--- src/logic/adgs_pkg.sv ---
// Constants, offsets and types for the converter group trigger block
`default_nettype none
package adgs_pkg;
	// Group indices
	localparam int NUM_GROUPS = 3;
	localparam int NUM_SRC = 8;
	localparam logic [1:0] GRP_EVENT = 2'h0;
	localparam logic [1:0] GRP_ONE = 2'h1;
	localparam logic [1:0] GRP_TWO = 2'h2;
	// Global register offsets
	localparam logic [7:0] OFS_CTRL = 8'h00;
	localparam logic [7:0] OFS_STAT = 8'h04;
	// Per-group offsets inside a 32-byte window at 0x20, 0x40, 0x60
	localparam logic [4:0] GOFS_CFG = 5'h00;
	localparam logic [4:0] GOFS_CHSEL = 5'h04;
	localparam logic [4:0] GOFS_THR = 5'h08;
	localparam logic [4:0] GOFS_MAG = 5'h0C;
	localparam logic [4:0] GOFS_RES = 5'h10;
	localparam logic [4:0] GOFS_CNT = 5'h14;
	// Control register fields
	localparam int CTRL_APD_BIT = 0;
	localparam int CTRL_FMT_LSB = 1;
	localparam int CTRL_DIR_BIT = 3;
	localparam int CTRL_OUT_BIT = 4;
	// Status register fields
	localparam int STAT_BUSY_BIT = 0;
	localparam int STAT_PD_BIT = 1;
	localparam int STAT_PIN_BIT = 2;
	localparam int STAT_IRQ_LSB = 4;
	localparam int STAT_MAG_LSB = 8;
	// Group configuration fields
	localparam int CFG_SEL_LSB = 0;
	localparam int CFG_HWEN_BIT = 3;
	localparam int CFG_CONT_BIT = 4;
	localparam int CFG_DMA_BIT = 5;
	localparam int CFG_START_BIT = 6;
	// Magnitude register fields
	localparam int MAG_CH_LSB = 0;
	localparam int MAG_VAL_LSB = 16;
	// Result word fields
	localparam int RES_CH_LSB = 16;
	// Read format codes
	localparam logic [1:0] FMT_12 = 2'h0;
	localparam logic [1:0] FMT_10 = 2'h1;
	localparam logic [1:0] FMT_8 = 2'h2;
	// Pin-mux control bits of register 30
	localparam int PMUX_DEF_BIT = 0;
	localparam int PMUX_ALT_BIT = 1;
	// Reset values
	localparam logic [1:0] RST_FMT = 2'h0;
	localparam logic [2:0] RST_SEL = 3'h0;
	localparam logic [31:0] RST_RDATA = 32'h0;
	// Engine states
	typedef enum logic [1:0] {ST_IDLE, ST_START, ST_WAIT} adgs_state_e;
endpackage : adgs_pkg
`default_nettype wire

--- src/logic/adgs_trig.sv ---
// Trigger source mux, synchroniser and edge detector for one group
`timescale 1ns/1ns
`default_nettype none
module adgs_trig import adgs_pkg::*; (
	// Clock and reset
	input wire logic ref_clk_i,
	input wire logic rst_b_i,
	// Selection
	input wire logic [2:0] sel_i,
	input wire logic alt_i,
	// Sources
	input wire logic [NUM_SRC-1:0] src_def_i,
	input wire logic [NUM_SRC-1:0] src_alt_i,
	// Edge pulse
	output logic trig_o
);
	logic sel_src;
	logic sync1, sync2, sync3;
	logic next_sync1, next_sync2, next_sync3;

	always_comb begin
		sel_src = alt_i ? src_alt_i[sel_i] : src_def_i[sel_i];
		next_sync1 = sel_src;
		next_sync2 = sync1;
		next_sync3 = sync2;
		trig_o = sync2 & ~sync3;
	end

	always_ff @(posedge ref_clk_i) begin
		if (!rst_b_i) begin
			sync1 <= 1'b0;
			sync2 <= 1'b0;
			sync3 <= 1'b0;
		end else begin
			sync1 <= next_sync1;
			sync2 <= next_sync2;
			sync3 <= next_sync3;
		end
	end

	edge_pulse_a: assert property (@(posedge ref_clk_i) disable iff (!rst_b_i)
		trig_o |=> !trig_o) else $error("trigger pulse longer than one cycle");
endmodule : adgs_trig
`default_nettype wire

--- src/logic/adgs_top.sv ---
// Converter group control: triggers, sequencing, result regions, flags
`timescale 1ns/1ns
`default_nettype none
// Summary of operation
// - Three groups, each hardware triggerable from one of eight sources.
// - Default map: event pin, timer 8/10/12/14, compare 0, port B 0/1.
// - Alternate map: event pin, compare 0, chosen channels of both timer units.
// - Mux bit 0 set selects default hookup for second converter.
// - Mux bit 0 clear and bit 1 set selects alternate hookup.
// - Pin triggers come from pad input buffer output.
// - Timer triggers for alternate map come from timer module boundary.
// - Compare 0 trigger comes straight from interrupt timer output.
// - Separate result region for event, group 1 and group 2.
// - Any channel may be assigned to any group.
// - Each region serviced by interrupt or DMA request.
// - Group interrupt when stored result count reaches threshold.
// - Magnitude threshold interrupt on one selected channel per group.
// - Result reads formatted as 8, 10 or 12 bits.
// - Single mode stops after one pass; continuous repeats.
// - Auto power-down keeps core off while no conversion runs.
// - Event pin usable as general-purpose input/output.
module adgs_top import adgs_pkg::*; #(
	parameter int CH_NUM = 16,
	parameter int RES_DEPTH = 16,
	parameter int SECOND_CONV = 1
) (
	// Clock and reset
	input wire logic ref_clk_i,
	input wire logic rst_b_i,
	// Register port
	input wire logic [7:0] reg_addr_i,
	input wire logic [31:0] reg_wdata_i,
	input wire logic reg_wr_i,
	input wire logic reg_rd_i,
	output logic [31:0] reg_rdata_o,
	// Trigger sources
	input wire logic [31:0] timer_channel_output_i,
	input wire logic [31:0] first_timer_unit_i,
	input wire logic [19:0] second_timer_unit_i,
	input wire logic interrupt_timer_cmp0_i,
	input wire logic [1:0] port_b_pin_i,
	input wire logic [1:0] pinmux_ctrl30_i,
	// Event pin
	input wire logic converter_event_pin_i,
	output logic converter_event_pin_o,
	output logic converter_event_pin_oe_o,
	// Converter core
	output logic conv_start_o,
	output logic [$clog2(CH_NUM)-1:0] conv_chan_o,
	input wire logic conv_done_i,
	input wire logic [11:0] conv_data_i,
	output logic core_power_down_o,
	// Servicing
	output logic [NUM_GROUPS-1:0] grp_irq_o,
	output logic [NUM_GROUPS-1:0] grp_dma_req_o,
	output logic [NUM_GROUPS-1:0] mag_irq_o
);
	localparam int CHW = $clog2(CH_NUM);
	localparam int AW = $clog2(RES_DEPTH);
	localparam logic [CHW:0] CH_NONE = (CHW+1)'(CH_NUM);
	localparam logic [AW:0] DEPTH_FULL = (AW+1)'(RES_DEPTH);

	logic apd_en, next_apd_en;
	logic [1:0] rd_fmt, next_rd_fmt;
	logic gpio_dir, next_gpio_dir, gpio_out, next_gpio_out;
	logic [2:0] tsel [NUM_GROUPS];
	logic [2:0] next_tsel [NUM_GROUPS];
	logic [NUM_GROUPS-1:0] hw_en, next_hw_en, cont, next_cont, dma_en, next_dma_en;
	logic [CH_NUM-1:0] chsel [NUM_GROUPS];
	logic [CH_NUM-1:0] next_chsel [NUM_GROUPS];
	logic [AW:0] thr [NUM_GROUPS];
	logic [AW:0] next_thr [NUM_GROUPS];
	logic [CHW-1:0] mag_ch [NUM_GROUPS];
	logic [CHW-1:0] next_mag_ch [NUM_GROUPS];
	logic [11:0] mag_val [NUM_GROUPS];
	logic [11:0] next_mag_val [NUM_GROUPS];
	logic [AW-1:0] wr_ptr [NUM_GROUPS];
	logic [AW-1:0] next_wr_ptr [NUM_GROUPS];
	logic [AW-1:0] rd_ptr [NUM_GROUPS];
	logic [AW-1:0] next_rd_ptr [NUM_GROUPS];
	logic [AW:0] cnt [NUM_GROUPS];
	logic [AW:0] next_cnt [NUM_GROUPS];
	logic [NUM_GROUPS-1:0] irq_flg, next_irq_flg, mag_flg, next_mag_flg, pend, next_pend;
	adgs_state_e state, next_state;
	logic [1:0] cur_g, next_cur_g;
	logic [CHW-1:0] cur_ch, next_cur_ch;
	logic pd, next_pd;
	logic [31:0] rdata, next_rdata;
	logic [CHW+11:0] res_mem [NUM_GROUPS][RES_DEPTH];

	logic [NUM_GROUPS-1:0] trig;
	logic use_alt;
	logic [NUM_SRC-1:0] src_def, src_alt;
	logic store, grp_hit, rd_res;
	logic [1:0] acc_g;
	logic [CHW:0] next_in_grp;
	logic [CHW+11:0] res_word;

	function automatic logic [CHW:0] find_ch(input logic [CH_NUM-1:0] m, input logic [CHW:0] from);
		logic [CHW:0] r;
		r = CH_NONE;
		for (int i = CH_NUM - 1; i >= 0; i--) begin
			if (m[i] && (i >= int'(from))) begin
				r = (CHW+1)'(i);
			end
		end
		return r;
	endfunction : find_ch

	function automatic logic [11:0] fmt_data(input logic [11:0] d, input logic [1:0] f);
		case (f)
			FMT_10: return {2'h0, d[11:2]};
			FMT_8: return {4'h0, d[11:4]};
			default: return d;
		endcase
	endfunction : fmt_data

	// Trigger hookups
	always_comb begin
		src_def = {port_b_pin_i[1], port_b_pin_i[0], timer_channel_output_i[14],
			timer_channel_output_i[12], interrupt_timer_cmp0_i, timer_channel_output_i[10],
			timer_channel_output_i[8], converter_event_pin_i};
		src_alt = {second_timer_unit_i[13], first_timer_unit_i[11], first_timer_unit_i[19],
			first_timer_unit_i[17], interrupt_timer_cmp0_i, first_timer_unit_i[27],
			second_timer_unit_i[5], converter_event_pin_i};
		use_alt = (SECOND_CONV != 0) && !pinmux_ctrl30_i[PMUX_DEF_BIT]
			&& pinmux_ctrl30_i[PMUX_ALT_BIT];
	end

	for (genvar g = 0; g < NUM_GROUPS; g++) begin : g_trig
		adgs_trig u_trig (
			.ref_clk_i(ref_clk_i),
			.rst_b_i(rst_b_i),
			.sel_i(tsel[g]),
			.alt_i(use_alt),
			.src_def_i(src_def),
			.src_alt_i(src_alt),
			.trig_o(trig[g])
		);
	end

	// Decode and result path
	always_comb begin
		acc_g = reg_addr_i[6:5] - 2'h1;
		grp_hit = !reg_addr_i[7] && (reg_addr_i[6:5] != 2'h0);
		rd_res = reg_rd_i && grp_hit && (reg_addr_i[4:0] == GOFS_RES) && (cnt[acc_g] != '0);
		res_word = res_mem[acc_g][rd_ptr[acc_g]];
		store = (state == ST_WAIT) && conv_done_i;
		next_in_grp = find_ch(chsel[cur_g], (CHW+1)'(cur_ch) + (CHW+1)'(1));
	end

	// Register file, flags, sequencer
	always_comb begin
		next_apd_en = apd_en;
		next_rd_fmt = rd_fmt;
		next_gpio_dir = gpio_dir;
		next_gpio_out = gpio_out;
		next_tsel = tsel;
		next_hw_en = hw_en;
		next_cont = cont;
		next_dma_en = dma_en;
		next_chsel = chsel;
		next_thr = thr;
		next_mag_ch = mag_ch;
		next_mag_val = mag_val;
		next_wr_ptr = wr_ptr;
		next_rd_ptr = rd_ptr;
		next_cnt = cnt;
		next_irq_flg = irq_flg;
		next_mag_flg = mag_flg;
		next_pend = pend;
		next_state = state;
		next_cur_g = cur_g;
		next_cur_ch = cur_ch;
		next_rdata = RST_RDATA;
		// Software writes
		if (reg_wr_i && (reg_addr_i == OFS_CTRL)) begin
			next_apd_en = reg_wdata_i[CTRL_APD_BIT];
			next_rd_fmt = reg_wdata_i[CTRL_FMT_LSB +: 2];
			next_gpio_dir = reg_wdata_i[CTRL_DIR_BIT];
			next_gpio_out = reg_wdata_i[CTRL_OUT_BIT];
		end
		if (reg_wr_i && (reg_addr_i == OFS_STAT)) begin
			next_irq_flg = irq_flg & ~reg_wdata_i[STAT_IRQ_LSB +: NUM_GROUPS];
			next_mag_flg = mag_flg & ~reg_wdata_i[STAT_MAG_LSB +: NUM_GROUPS];
		end
		if (reg_wr_i && grp_hit) begin
			case (reg_addr_i[4:0])
				GOFS_CFG: begin
					next_tsel[acc_g] = reg_wdata_i[CFG_SEL_LSB +: 3];
					next_hw_en[acc_g] = reg_wdata_i[CFG_HWEN_BIT];
					next_cont[acc_g] = reg_wdata_i[CFG_CONT_BIT];
					next_dma_en[acc_g] = reg_wdata_i[CFG_DMA_BIT];
				end
				GOFS_CHSEL: next_chsel[acc_g] = reg_wdata_i[CH_NUM-1:0];
				GOFS_THR: next_thr[acc_g] = reg_wdata_i[AW:0];
				GOFS_MAG: begin
					next_mag_ch[acc_g] = reg_wdata_i[MAG_CH_LSB +: CHW];
					next_mag_val[acc_g] = reg_wdata_i[MAG_VAL_LSB +: 12];
				end
				default: ;
			endcase
		end
		// Reads, result pop
		if (reg_rd_i) begin
			if (reg_addr_i == OFS_CTRL) begin
				next_rdata = {27'h0, gpio_out, gpio_dir, rd_fmt, apd_en};
			end else if (reg_addr_i == OFS_STAT) begin
				next_rdata[STAT_BUSY_BIT] = (state != ST_IDLE);
				next_rdata[STAT_PD_BIT] = pd;
				next_rdata[STAT_PIN_BIT] = converter_event_pin_i;
				next_rdata[STAT_IRQ_LSB +: NUM_GROUPS] = irq_flg;
				next_rdata[STAT_MAG_LSB +: NUM_GROUPS] = mag_flg;
			end else if (grp_hit) begin
				case (reg_addr_i[4:0])
					GOFS_CFG: next_rdata = {26'h0, dma_en[acc_g], cont[acc_g], hw_en[acc_g],
						tsel[acc_g]};
					GOFS_CHSEL: next_rdata[CH_NUM-1:0] = chsel[acc_g];
					GOFS_THR: next_rdata[AW:0] = thr[acc_g];
					GOFS_MAG: begin
						next_rdata[MAG_CH_LSB +: CHW] = mag_ch[acc_g];
						next_rdata[MAG_VAL_LSB +: 12] = mag_val[acc_g];
					end
					GOFS_RES: if (rd_res) begin
						next_rdata[RES_CH_LSB +: CHW] = res_word[CHW+11:12];
						next_rdata[11:0] = fmt_data(res_word[11:0], rd_fmt);
						next_rd_ptr[acc_g] = rd_ptr[acc_g] + AW'(1);
						next_cnt[acc_g] = cnt[acc_g] - (AW+1)'(1);
					end
					GOFS_CNT: next_rdata[AW:0] = cnt[acc_g];
					default: ;
				endcase
			end
		end
		// Result storage into the active group region
		if (store && (cnt[cur_g] != DEPTH_FULL)) begin
			next_wr_ptr[cur_g] = wr_ptr[cur_g] + AW'(1);
			next_cnt[cur_g] = next_cnt[cur_g] + (AW+1)'(1);
			if (!dma_en[cur_g] && (thr[cur_g] != '0) && (next_cnt[cur_g] == thr[cur_g])) begin
				next_irq_flg[cur_g] = 1'b1;
			end
		end
		if (store && (cur_ch == mag_ch[cur_g]) && (conv_data_i > mag_val[cur_g])) begin
			next_mag_flg[cur_g] = 1'b1;
		end
		// Sequencer
		case (state)
			ST_IDLE: begin
				for (int g = NUM_GROUPS - 1; g >= 0; g--) begin
					if (pend[g]) begin
						next_cur_g = 2'(g);
					end
				end
				if (pend != '0) begin
					next_pend[next_cur_g] = 1'b0;
					if (find_ch(chsel[next_cur_g], '0) != CH_NONE) begin
						next_cur_ch = CHW'(find_ch(chsel[next_cur_g], '0));
						next_state = ST_START;
					end
				end
			end
			ST_START: next_state = ST_WAIT;
			ST_WAIT: if (conv_done_i) begin
				if (next_in_grp != CH_NONE) begin
					next_cur_ch = CHW'(next_in_grp);
					next_state = ST_START;
				end else if (cont[cur_g] && (find_ch(chsel[cur_g], '0) != CH_NONE)) begin
					next_cur_ch = CHW'(find_ch(chsel[cur_g], '0));
					next_state = ST_START;
				end else begin
					next_state = ST_IDLE;
				end
			end
			default: next_state = ST_IDLE;
		endcase
		// Trigger and software start set pending after any clear
		for (int g = 0; g < NUM_GROUPS; g++) begin
			if ((trig[g] && hw_en[g]) || (reg_wr_i && grp_hit && (acc_g == 2'(g))
				&& (reg_addr_i[4:0] == GOFS_CFG) && reg_wdata_i[CFG_START_BIT])) begin
				next_pend[g] = 1'b1;
			end
		end
		next_pd = apd_en && (next_state == ST_IDLE) && (next_pend == '0);
	end

	always_ff @(posedge ref_clk_i) begin
		if (!rst_b_i) begin
			apd_en <= 1'b0;
			rd_fmt <= RST_FMT;
			gpio_dir <= 1'b0;
			gpio_out <= 1'b0;
			tsel <= '{default: RST_SEL};
			hw_en <= '0;
			cont <= '0;
			dma_en <= '0;
			chsel <= '{default: '0};
			thr <= '{default: '0};
			mag_ch <= '{default: '0};
			mag_val <= '{default: '0};
			wr_ptr <= '{default: '0};
			rd_ptr <= '{default: '0};
			cnt <= '{default: '0};
			irq_flg <= '0;
			mag_flg <= '0;
			pend <= '0;
			state <= ST_IDLE;
			cur_g <= GRP_EVENT;
			cur_ch <= '0;
			pd <= 1'b0;
			rdata <= RST_RDATA;
		end else begin
			apd_en <= next_apd_en;
			rd_fmt <= next_rd_fmt;
			gpio_dir <= next_gpio_dir;
			gpio_out <= next_gpio_out;
			tsel <= next_tsel;
			hw_en <= next_hw_en;
			cont <= next_cont;
			dma_en <= next_dma_en;
			chsel <= next_chsel;
			thr <= next_thr;
			mag_ch <= next_mag_ch;
			mag_val <= next_mag_val;
			wr_ptr <= next_wr_ptr;
			rd_ptr <= next_rd_ptr;
			cnt <= next_cnt;
			irq_flg <= next_irq_flg;
			mag_flg <= next_mag_flg;
			pend <= next_pend;
			state <= next_state;
			cur_g <= next_cur_g;
			cur_ch <= next_cur_ch;
			pd <= next_pd;
			rdata <= next_rdata;
		end
	end

	// Result regions, one per group
	always_ff @(posedge ref_clk_i) begin
		if (store && (cnt[cur_g] != DEPTH_FULL)) begin
			res_mem[cur_g][wr_ptr[cur_g]] <= {cur_ch, conv_data_i};
		end
	end

	always_comb begin
		reg_rdata_o = rdata;
		conv_start_o = (state == ST_START);
		conv_chan_o = cur_ch;
		core_power_down_o = pd;
		converter_event_pin_o = gpio_out;
		converter_event_pin_oe_o = gpio_dir;
		grp_irq_o = irq_flg;
		mag_irq_o = mag_flg;
		for (int g = 0; g < NUM_GROUPS; g++) begin
			grp_dma_req_o[g] = dma_en[g] && (thr[g] != '0) && (cnt[g] >= thr[g]);
		end
	end

	hw_start_a: assert property (@(posedge ref_clk_i) disable iff (!rst_b_i)
		(trig[0] && hw_en[0] && (state == ST_IDLE) && (pend == '0) && (chsel[0] != '0)
		&& !(reg_wr_i && grp_hit))
		|-> ##2 (conv_start_o && (cur_g == GRP_EVENT))) else $error("trigger did not start group");
	hookup_sel_a: assert property (@(posedge ref_clk_i) disable iff (!rst_b_i)
		pinmux_ctrl30_i[PMUX_DEF_BIT] |-> !use_alt) else $error("default hookup not used");
	alt_sel_a: assert property (@(posedge ref_clk_i) disable iff (!rst_b_i)
		(!pinmux_ctrl30_i[PMUX_DEF_BIT] && pinmux_ctrl30_i[PMUX_ALT_BIT] && (SECOND_CONV != 0))
		|-> use_alt) else $error("alternate hookup not used");
	single_stop_a: assert property (@(posedge ref_clk_i) disable iff (!rst_b_i)
		(store && !cont[cur_g] && (next_in_grp == CH_NONE)) |=> (state == ST_IDLE))
		else $error("single pass did not stop");
	cont_loop_a: assert property (@(posedge ref_clk_i) disable iff (!rst_b_i)
		(store && cont[cur_g] && (chsel[cur_g] != '0)) |=> conv_start_o ##1 !conv_start_o)
		else $error("continuous pass did not repeat");
	thr_irq_a: assert property (@(posedge ref_clk_i) disable iff (!rst_b_i)
		$rose(irq_flg[GRP_ONE]) |-> ((cnt[GRP_ONE] == thr[GRP_ONE]) && $past(store)))
		else $error("group interrupt without threshold");
	dma_no_irq_a: assert property (@(posedge ref_clk_i) disable iff (!rst_b_i)
		dma_en[GRP_ONE] |=> !$rose(irq_flg[GRP_ONE])) else $error("interrupt raised in dma mode");
	mag_flag_a: assert property (@(posedge ref_clk_i) disable iff (!rst_b_i)
		(store && (cur_g == GRP_EVENT) && (cur_ch == mag_ch[GRP_EVENT])
		&& (conv_data_i > mag_val[GRP_EVENT])) |=> mag_flg[GRP_EVENT])
		else $error("magnitude flag missed");
	fmt_eight_a: assert property (@(posedge ref_clk_i) disable iff (!rst_b_i)
		(rd_res && (rd_fmt == FMT_8)) |=> (reg_rdata_o[11:8] == 4'h0))
		else $error("8-bit read has upper bits");
	pwr_down_a: assert property (@(posedge ref_clk_i) disable iff (!rst_b_i)
		core_power_down_o |-> (apd_en || $past(apd_en)) && (state == ST_IDLE))
		else $error("core down while converting");
endmodule : adgs_top
`default_nettype wire

--- config.mk ---
export PLATFORM = sky130hd
export DESIGN_NAME = adgs_top
export DESIGN_NICKNAME = d
export VERILOG_FILES = /design/src/logic/adgs_pkg.sv /design/src/logic/adgs_trig.sv /design/src/logic/adgs_top.sv
export SDC_FILE = /design/constraint.sdc
export NUM_CORES = 2
export LEC_CHECK = 0
export BUFFER_PORTS_ARGS = -buffer_cell sky130_fd_sc_hd__buf_4
export CELL_PAD_IN_SITES_DETAIL_PLACEMENT = 0
export CELL_PAD_IN_SITES_GLOBAL_PLACEMENT = 1
export CORE_ASPECT_RATIO = 1.75
export CORE_MARGIN = 2
export CORE_UTILIZATION = 40
export DETAILED_ROUTE_END_ITERATION = 8
export PLACE_DENSITY_LB_ADDON = 0.1
export SLEW_MARGIN = 10
export SYNTH_ARGS = -nofsm -noshare
export SYNTH_HDL_FRONTEND = slang
export SYNTH_SLANG_ARGS = --single-unit
--- constraint.sdc ---
create_clock -name ref_clk_i -period 15.7 [get_ports ref_clk_i]
set_clock_uncertainty 0.05 [all_clocks]
set_input_delay 2.355 -clock ref_clk_i [delete_from_list [all_inputs] [get_ports ref_clk_i]]
set_output_delay 2.355 -clock ref_clk_i [all_outputs]
set_load 0.02 [all_outputs]
Word level (Yosys, flattened, before mapping)
Memories as Yosys holds them, arrays and structs flattened.
Index checks and enable logic that the tools add are counted.

storage, ports and cells
  register bits = 232
  RAM bits = 768
  word-level logic and storage cells = 446
  memories = 1

cells by class
  add/sub/neg operators = 6
  $lt $le $gt $ge = 37
  equality and inequality tests = 22
  multiplexer cells = 211
  bitwise operators = 26
  reduce and logical (&&, ||, !) cells = 90

memories
  memory   words  width  read ports  clocked after Yosys merged registers in  write ports  RTL line        source
  res_mem  3      256    1           0                                        1            adgs_top.sv:89  logic [CHW+11:0] res_mem [NUM_GROUPS][RES_DEPTH];

operators with widths
  operator                                                           number
  2-to-1 mux 5 bit                                                   68
  2-to-1 mux 256 bit                                                 1
  2-to-1 mux 16 bit                                                  10
  2-to-1 mux 15 bit                                                  7
  binary-select mux 16 bit (select 2 bit)                            3
  2-to-1 mux 12 bit                                                  6
  binary-select mux 16 bit (select 4 bit)                            1
  demux 16 bit (select 4 bit)                                        1
  2-to-1 mux 4 bit                                                   16
  binary-select mux 5 bit (select 2 bit)                             6
  logical AND 1 bit                                                  57
  binary-select mux 12 bit (select 2 bit)                            2
  bitwise mux 48 bit                                                 1
  bitwise mux 15 bit                                                 3
  greater-or-equal comparator 4 x 5 -> 1 bit (first input constant)  8
  2-to-1 mux 3 bit                                                   13
  bitwise mux 12 bit                                                 3
  bitwise mux 36 bit                                                 1
  binary-select mux 4 bit (select 2 bit)                             4
  demux 16 bit (select 2 bit)                                        1
  nonzero test 5 bit                                                 5
  demux 12 bit (select 2 bit)                                        1
  2-to-1 mux 1 bit                                                   24
  case mux 12 bit (2 select lines)                                   1
  66 further kinds                                                   149

Logic depth before layout (Yosys ltp)
  depth in word-level cells = 34
  gate-level depth with buffers = 23

By module
Synthesis repeated with hierarchy kept, for this count alone.

second synthesis, totals
  cells, all modules = 3664
  area total of the unflattened synthesis = 44503.9 um^2

by module, submodules not included
  module     times used  cells an instance  area an instance (um^2)  sequential area each (um^2)
  adgs_top   1           3595               43798.3                  27446.3
  adgs_trig  3           23                 235.2                    60.1

Worst setup path before layout
No wires, ideal clock.

  path kind = in2reg
  start point = in reg_addr_i[5]
  end point = reg irq_flg[1] (netlist: grp_irq_o[1])
  setup time = 0.069 ns
  arrival time = 7.114 ns
  data required time = 15.581 ns
  slack = 8.467 ns
  stages = 22
  path buffers = 5
  path through = inv_2 clkbuf_1 clkbuf_1 buf_1 ha_1 buf_6 buf_4 mux2i_1 mux2i_1 inv_1 ha_1 o211ai_1 o31ai_2 mux2_2 o211ai_1 ha_1 nor3_1 a21oi_1 a211oi_1 o211ai_1 or4_4 o21ai_2

between the ends
  longest elaborated chain between the ends = 25
  elaborated cells on any way between the ends = 41

ends and longest elaborated chain
  element                                                                             RTL line                          source
  start, declared                                                                     adgs_top.sv:31                    input wire logic [7:0] reg_addr_i,
  subtractor 2 x 1 -> 2 bit                                                           adgs_top.sv:144                   acc_g = reg_addr_i[6:5] - 2'h1;
  NOT 2 -> 3 bit (implied by the code)                                                adgs_top.sv:146, adgs_top.sv:228
  binary-select mux 5 bit (select 2 bit) (tied with other cells)                      adgs_top.sv:146, adgs_top.sv:228
  2-to-1 mux 5 bit (implied by the code) / logical AND 1 bit (equally long branches)  adgs_top.sv:146, adgs_top.sv:228
  2-to-1 mux 5 bit, on equally long branches                                          adgs_top.sv:146, adgs_top.sv:228
  subtractor 5 x 1 -> 5 bit (tied with other cells)                                   adgs_top.sv:228                   next_cnt[acc_g] = cnt[acc_g] - (AW+1)'(1);
  bitwise mux 15 bit / logical AND 1 bit (equally long branches)                      adgs_top.sv:228, adgs_top.sv:146
  2-to-1 mux 15 bit                                                                   adgs_top.sv:224                   GOFS_RES: if (rd_res) begin
  [... 8 more ...]                                                                    -
  adder 5 x 1 -> 5 bit                                                                adgs_top.sv:238                   next_cnt[cur_g] = next_cnt[cur_g] + (AW+1)'(1);
  bitwise mux 15 bit                                                                  adgs_top.sv:238
  binary-select mux 5 bit (select 2 bit)                                              adgs_top.sv:239                   if (!dma_en[cur_g] && (thr[cur_g] != '0) && (next_cnt[cur_g] == thr[cur_g])) begin
  2-to-1 mux 5 bit (implied by the code) (2 in a row)                                 adgs_top.sv:239
  == test 5 bit                                                                       adgs_top.sv:239
  logical AND 1 bit                                                                   adgs_top.sv:239
  2-to-1 mux 3 bit                                                                    adgs_top.sv:239
  2-to-1 mux 3 bit (*)                                                                adgs_top.sv:236                   if (store && (cnt[cur_g] != DEPTH_FULL)) begin
  end signal, assigned                                                                adgs_top.sv:327                   irq_flg <= next_irq_flg;
  end, declared                                                                       adgs_top.sv:83                    logic [NUM_GROUPS-1:0] irq_flg, next_irq_flg, mag_flg, next_mag_flg, pend, next_pend;

Every way passes the cells marked *; elsewhere a longest branch is shown, timed or not. The select of a mux whose other input is x is not followed.
A chain may end at the register's enable or synchronous reset.

Worst setup path in the final report
  start point = in reg_addr_i[5]
  end point = reg rdata[17] (netlist: reg_rdata_o[17])

between the ends
  longest elaborated chain between the ends = 11
  elaborated cells on any way between the ends = 28

ends and longest elaborated chain
  element                                               RTL line                                           source
  subtractor 2 x 1 -> 2 bit                             adgs_top.sv:144
  NOT 2 -> 3 bit (implied by the code)                  adgs_top.sv:146, adgs_top.sv:147, adgs_top.sv:222
  binary-select mux 4 bit (select 2 bit)                adgs_top.sv:147                                    res_word = res_mem[acc_g][rd_ptr[acc_g]];
  2-to-1 mux 4 bit (implied by the code) (2 in a row)   adgs_top.sv:147
  NOT 4 -> 5 bit (implied by the code)                  adgs_top.sv:147
  binary-select mux 16 bit (select 4 bit)               adgs_top.sv:147
  2-to-1 mux 16 bit (implied by the code) (2 in a row)  adgs_top.sv:147
  2-to-1 mux 4 bit                                      adgs_top.sv:224
  case mux 4 bit (2 select lines)                       adgs_top.sv:215                                    case (reg_addr_i[4:0])
  end signal, assigned                                  adgs_top.sv:334                                    rdata <= next_rdata;
  end, declared                                         adgs_top.sv:88                                     logic [31:0] rdata, next_rdata;

Parallel ways exist; a longest one is shown, timed or not. The select of a mux whose other input is x is not followed.

==> impl_metrics.csv <==
group,metric,value,unit
setup_path,ff2ff_path_depth,12,
routing,wl_per_cell,28.9,µm
clock_tree,cts_htree_levels,3,
floorplan,coreArea,110000,µm²
status,status,"complete, no violations",
grt,grt_pass1_wl,218,mm
floorplan,initial_utilization,40.2,%
setup_path,r2r_setup_slack,10.22,ns
sta,tightestPinTransition,1.26,ns
sta,grt_setup_unrepaired,"no",
layout,fin_util,45.4,%
grt,grt_max_degree,138,
synthesis,syn_inst,3683,
clock_tree,clk-insertion-delay-late,0.70,ns
synthesis,yosys_warnings,0,
clock_tree,ctsHoldBuffers,0,
clock_tree,cts_buffers,92,
power_and_ir_drop,power.share.clock,44.0,%
place,placed_cell_area,46600,µm²
place,place.gp.congestion,0.924,
setup_path,crit_path_end_kind,"flop",
routing,drc_errors,0,
sta,whs,0.389,ns
place,io_buffers,113,
floorplan,die_y,443,µm
synthesis,yosys.cell_types.count,92,
power_and_ir_drop,pwr-share-comb,3.8,%
grt,first_global_vias,30710,
routing,vias_per_cell,5.85,
synthesis,synth_most_common_cell,"edfxtp_1",
clock_tree,path_clk_slew,0.07,ns
synthesis,synthTopCellsByCount,"edfxtp_1, nand2_1, a21oi_1",
grt,grt_remaining_overflow,0,
setup_path,crit_path_start_kind,"primary input",
synthesis,synth.avg_cell_area,12.0,µm²
power_and_ir_drop,switchingPower,0.00117,W
sta,max_slew_margin,15.9,%
sta,hold_viol_final,0,
sta,timing.final.ws_setup,7.16,ns
grt,antenna_found_initial,4,
power_and_ir_drop,power.density,109,nW/µm²
floorplan,rows,161,
sta,post-route-period-util,54.4,%
synthesis,synth_area,44100,µm²
hold_path,whs_endpoint,"g_trig[0].u_trig.next_sync3$_SDFF_PN0_",
sta,setup_violations,0,
layout,nFillCells,10022,
synthesis,synth_edf_count,768,
synthesis,netlist.area_leader.share,52.3,%
synthesis,synth-main-ff-cell,"edfxtp_1",
job,drv_cap,0,
power_and_ir_drop,p_int,0.00426,W
place,hpwl,100,mm
synthesis,yosys.area.top_type,"edfxtp_1",
layout,layout.nets,3935,
setup_path,r2r-end,"reg_rdata_o[17]$_SDFF_PP0_",
setup_path,cp.arrival,9.05,ns
power_and_ir_drop,switching_share,21.5,%
sta,fin_setup_tns,0,ns
grt,grt_usage,27.1,%
clock_tree,cts_setup_buffers,0,
hold_path,min_delay_path_depth,1,
sta,fmax,117,MHz
hold_path,hp-class,"flop to flop",
routing,drt_iter0_markers,2660,
synthesis,ys_async_sr_fraction,0,%
routing,dr.pass1.iters,6,
routing,wirelength,153,mm
layout,drive_above_1_share,13.8,%
setup_path,crit_required,16.22,ns
clock_tree,root_buffer,"clkbuf_16",
power_and_ir_drop,irDropWorstVdd,0.0746,mV
layout,stdcell_area,49700,µm²
clock_tree,cts-resized-gates,0,
sta,drv_slew,0,
setup_path,path_class,"primary input to flop",
place,dp_slack,6.55,ns
sta,period_needed,8.54,ns
setup_path,crit_fanout,137,
routing,ant_nets,0,
setup_path,r2r_start,"rd_ptr[4]$_SDFFE_PN0P_",
floorplan,ioPinCount,196,
clock_tree,clock_path_buffers,3,
clock_tree,clock_sinks,996,
hold_path,min_from,"g_trig[0].u_trig.next_sync2$_SDFF_PN0_",
routing,num_vias,30911,
floorplan,die_width,255,µm
synthesis,synthTopCellsByArea,"edfxtp_1, dfxtp_1, nand2_1",
synthesis,synth_seq_cells,996,
layout,layout-area-overhead-vs-synth,12.9,%
clock_tree,tritoncts,"yes",
floorplan,die_area,113000,µm²
power_and_ir_drop,seqPwrFrac,52.1,%
synthesis,yosysSeqAreaShare,62.7,%
power_and_ir_drop,p_leak,16.3,nW
## registers in the layout, indices dropped and copies added, names as in the netlist, 3 cells and up
name	count
tsel	9
grp_irq_o	3
wr_ptr	12
thr	15
g_trig.u_trig.next_sync3	3
mag_val	36
rd_ptr	12
mag_ch	12
cnt	15
conv_chan_o	4
chsel	48
dma_en	3
reg_rdata_o	28
mag_irq_o	3
cont	3
res_mem	768
g_trig.u_trig.next_sync2	3
pend	3
hw_en	3
g_trig.u_trig.sync3	3
## worst max-delay path by stage
stage	start	endpoint
after global routing	reg_addr_i[5]	reg_rdata_o[4]$_SDFF_PN0_
after detailed placement	reg_addr_i[5]	reg_rdata_o[4]$_SDFF_PN0_
after CTS	reg_addr_i[5]	reg_rdata_o[4]$_SDFF_PN0_
final	reg_addr_i[5]	reg_rdata_o[17]$_SDFF_PP0_
after floorplan	reg_addr_i[5]	grp_irq_o[1]$_SDFF_PN0_
after global placement	reg_addr_i[5]	reg_rdata_o[4]$_SDFF_PN0_
## metal layers
| layer | vias to the layer above | global-route usage, % | part of all wire [%] |
|---|---|---|---|
| met5 | - | 0 | 0.0085 |
| li1 | 13833 | - | - |
| met1 | 15701 | 30.6 | 36 |
| met3 | 279 | 2.91 | 4.7 |
| met4 | 2 | 15.2 | 6.0 |
| met2 | 1096 | 49.0 | 53 |
## power groups by stage
stage	Combinational (W)	Clock (W)	Sequential, W
after CTS	0.000210	0.00244	0.00283
after floorplan	0.000101	0	0.00288
after global placement	0.000206	0	0.00288
after global routing	0.000220	0.00253	0.00282
final	0.000209	0.00239	0.00283
after detailed placement	0.000209	0	0.00288
## final cells by class
type	count	area (µm²)	area share [%]
Clock inverter	66	821	1.65
Sequential cell	996	27600	55.6
Timing Repair Buffer	207	1590	3.19
Multi-Input combinational cell	2396	15300	30.8
Clock buffer	101	2340	4.70
Tap cell	1467	1840	3.69
Inverter	50	203	0.408
Antenna cell	5	12.5	0.0252
## logic make-up (layout without fill, tap and decap cells)
group | Yosys count | after routing | share of synthesized area, %
flops | 996 | 996 | 62.7
simple gates | 1333 | 1333 | 13.1
other cells | 1 | 9 | 0.00851
mux | 255 | 255 | 9.04
fa+ha+maj | 45 | 45 | 1.28
buf+inv | 294 | 424 | 2.78
compound gates | 744 | 744 | 10.8
xor+xnor | 15 | 15 | 0.315
## placed cells by master, fill, tap and decap left out, types with 45 or more instances in the layout
cell / Yosys / routed
o21ai_0: 85 / 85
inv_1: 47 / 45
mux4_2: 113 / 113
nand3_1: 144 / 144
nand2_1: 739 / 739
a211oi_1: 61 / 61
clkbuf_16: 0 / 92
edfxtp_1: 768 / 768
mux2i_1: 132 / 132
a21oi_1: 316 / 316
dfxtp_1: 228 / 222
buf_4: 7 / 204
a311oi_1: 47 / 47
nor2_1: 228 / 219
## worst max-delay path, cell delays in order
cell and delay (ns):
buf_8 0.33, inv_2 0.11, ha_4 0.74, buf_4 0.74
nand3b_1 0.47, o21a_4 0.39, inv_8 0.45, buf_12 0.57
mux4_2 0.43, nor2_1 0.12, a311oi_1 0.08, o311ai_1 1.01
a21oi_1 0.49, a21oi_1 0.25, nor2_1 0.06
## metrics by stage
| stage | power [W] | std cells |
|---|---|---|
| final | 0.00542 | 5288 |
| after global routing | 0.00557 | 5286 |
| after CTS | 0.00547 | 5283 |
| after detailed placement | 0.00309 | 5116 |
| after global placement | 0.00309 | 5116 |
| after floorplan | 0.00298 | 3686 |
No activity file was read; power rests on OpenSTA's default activity.
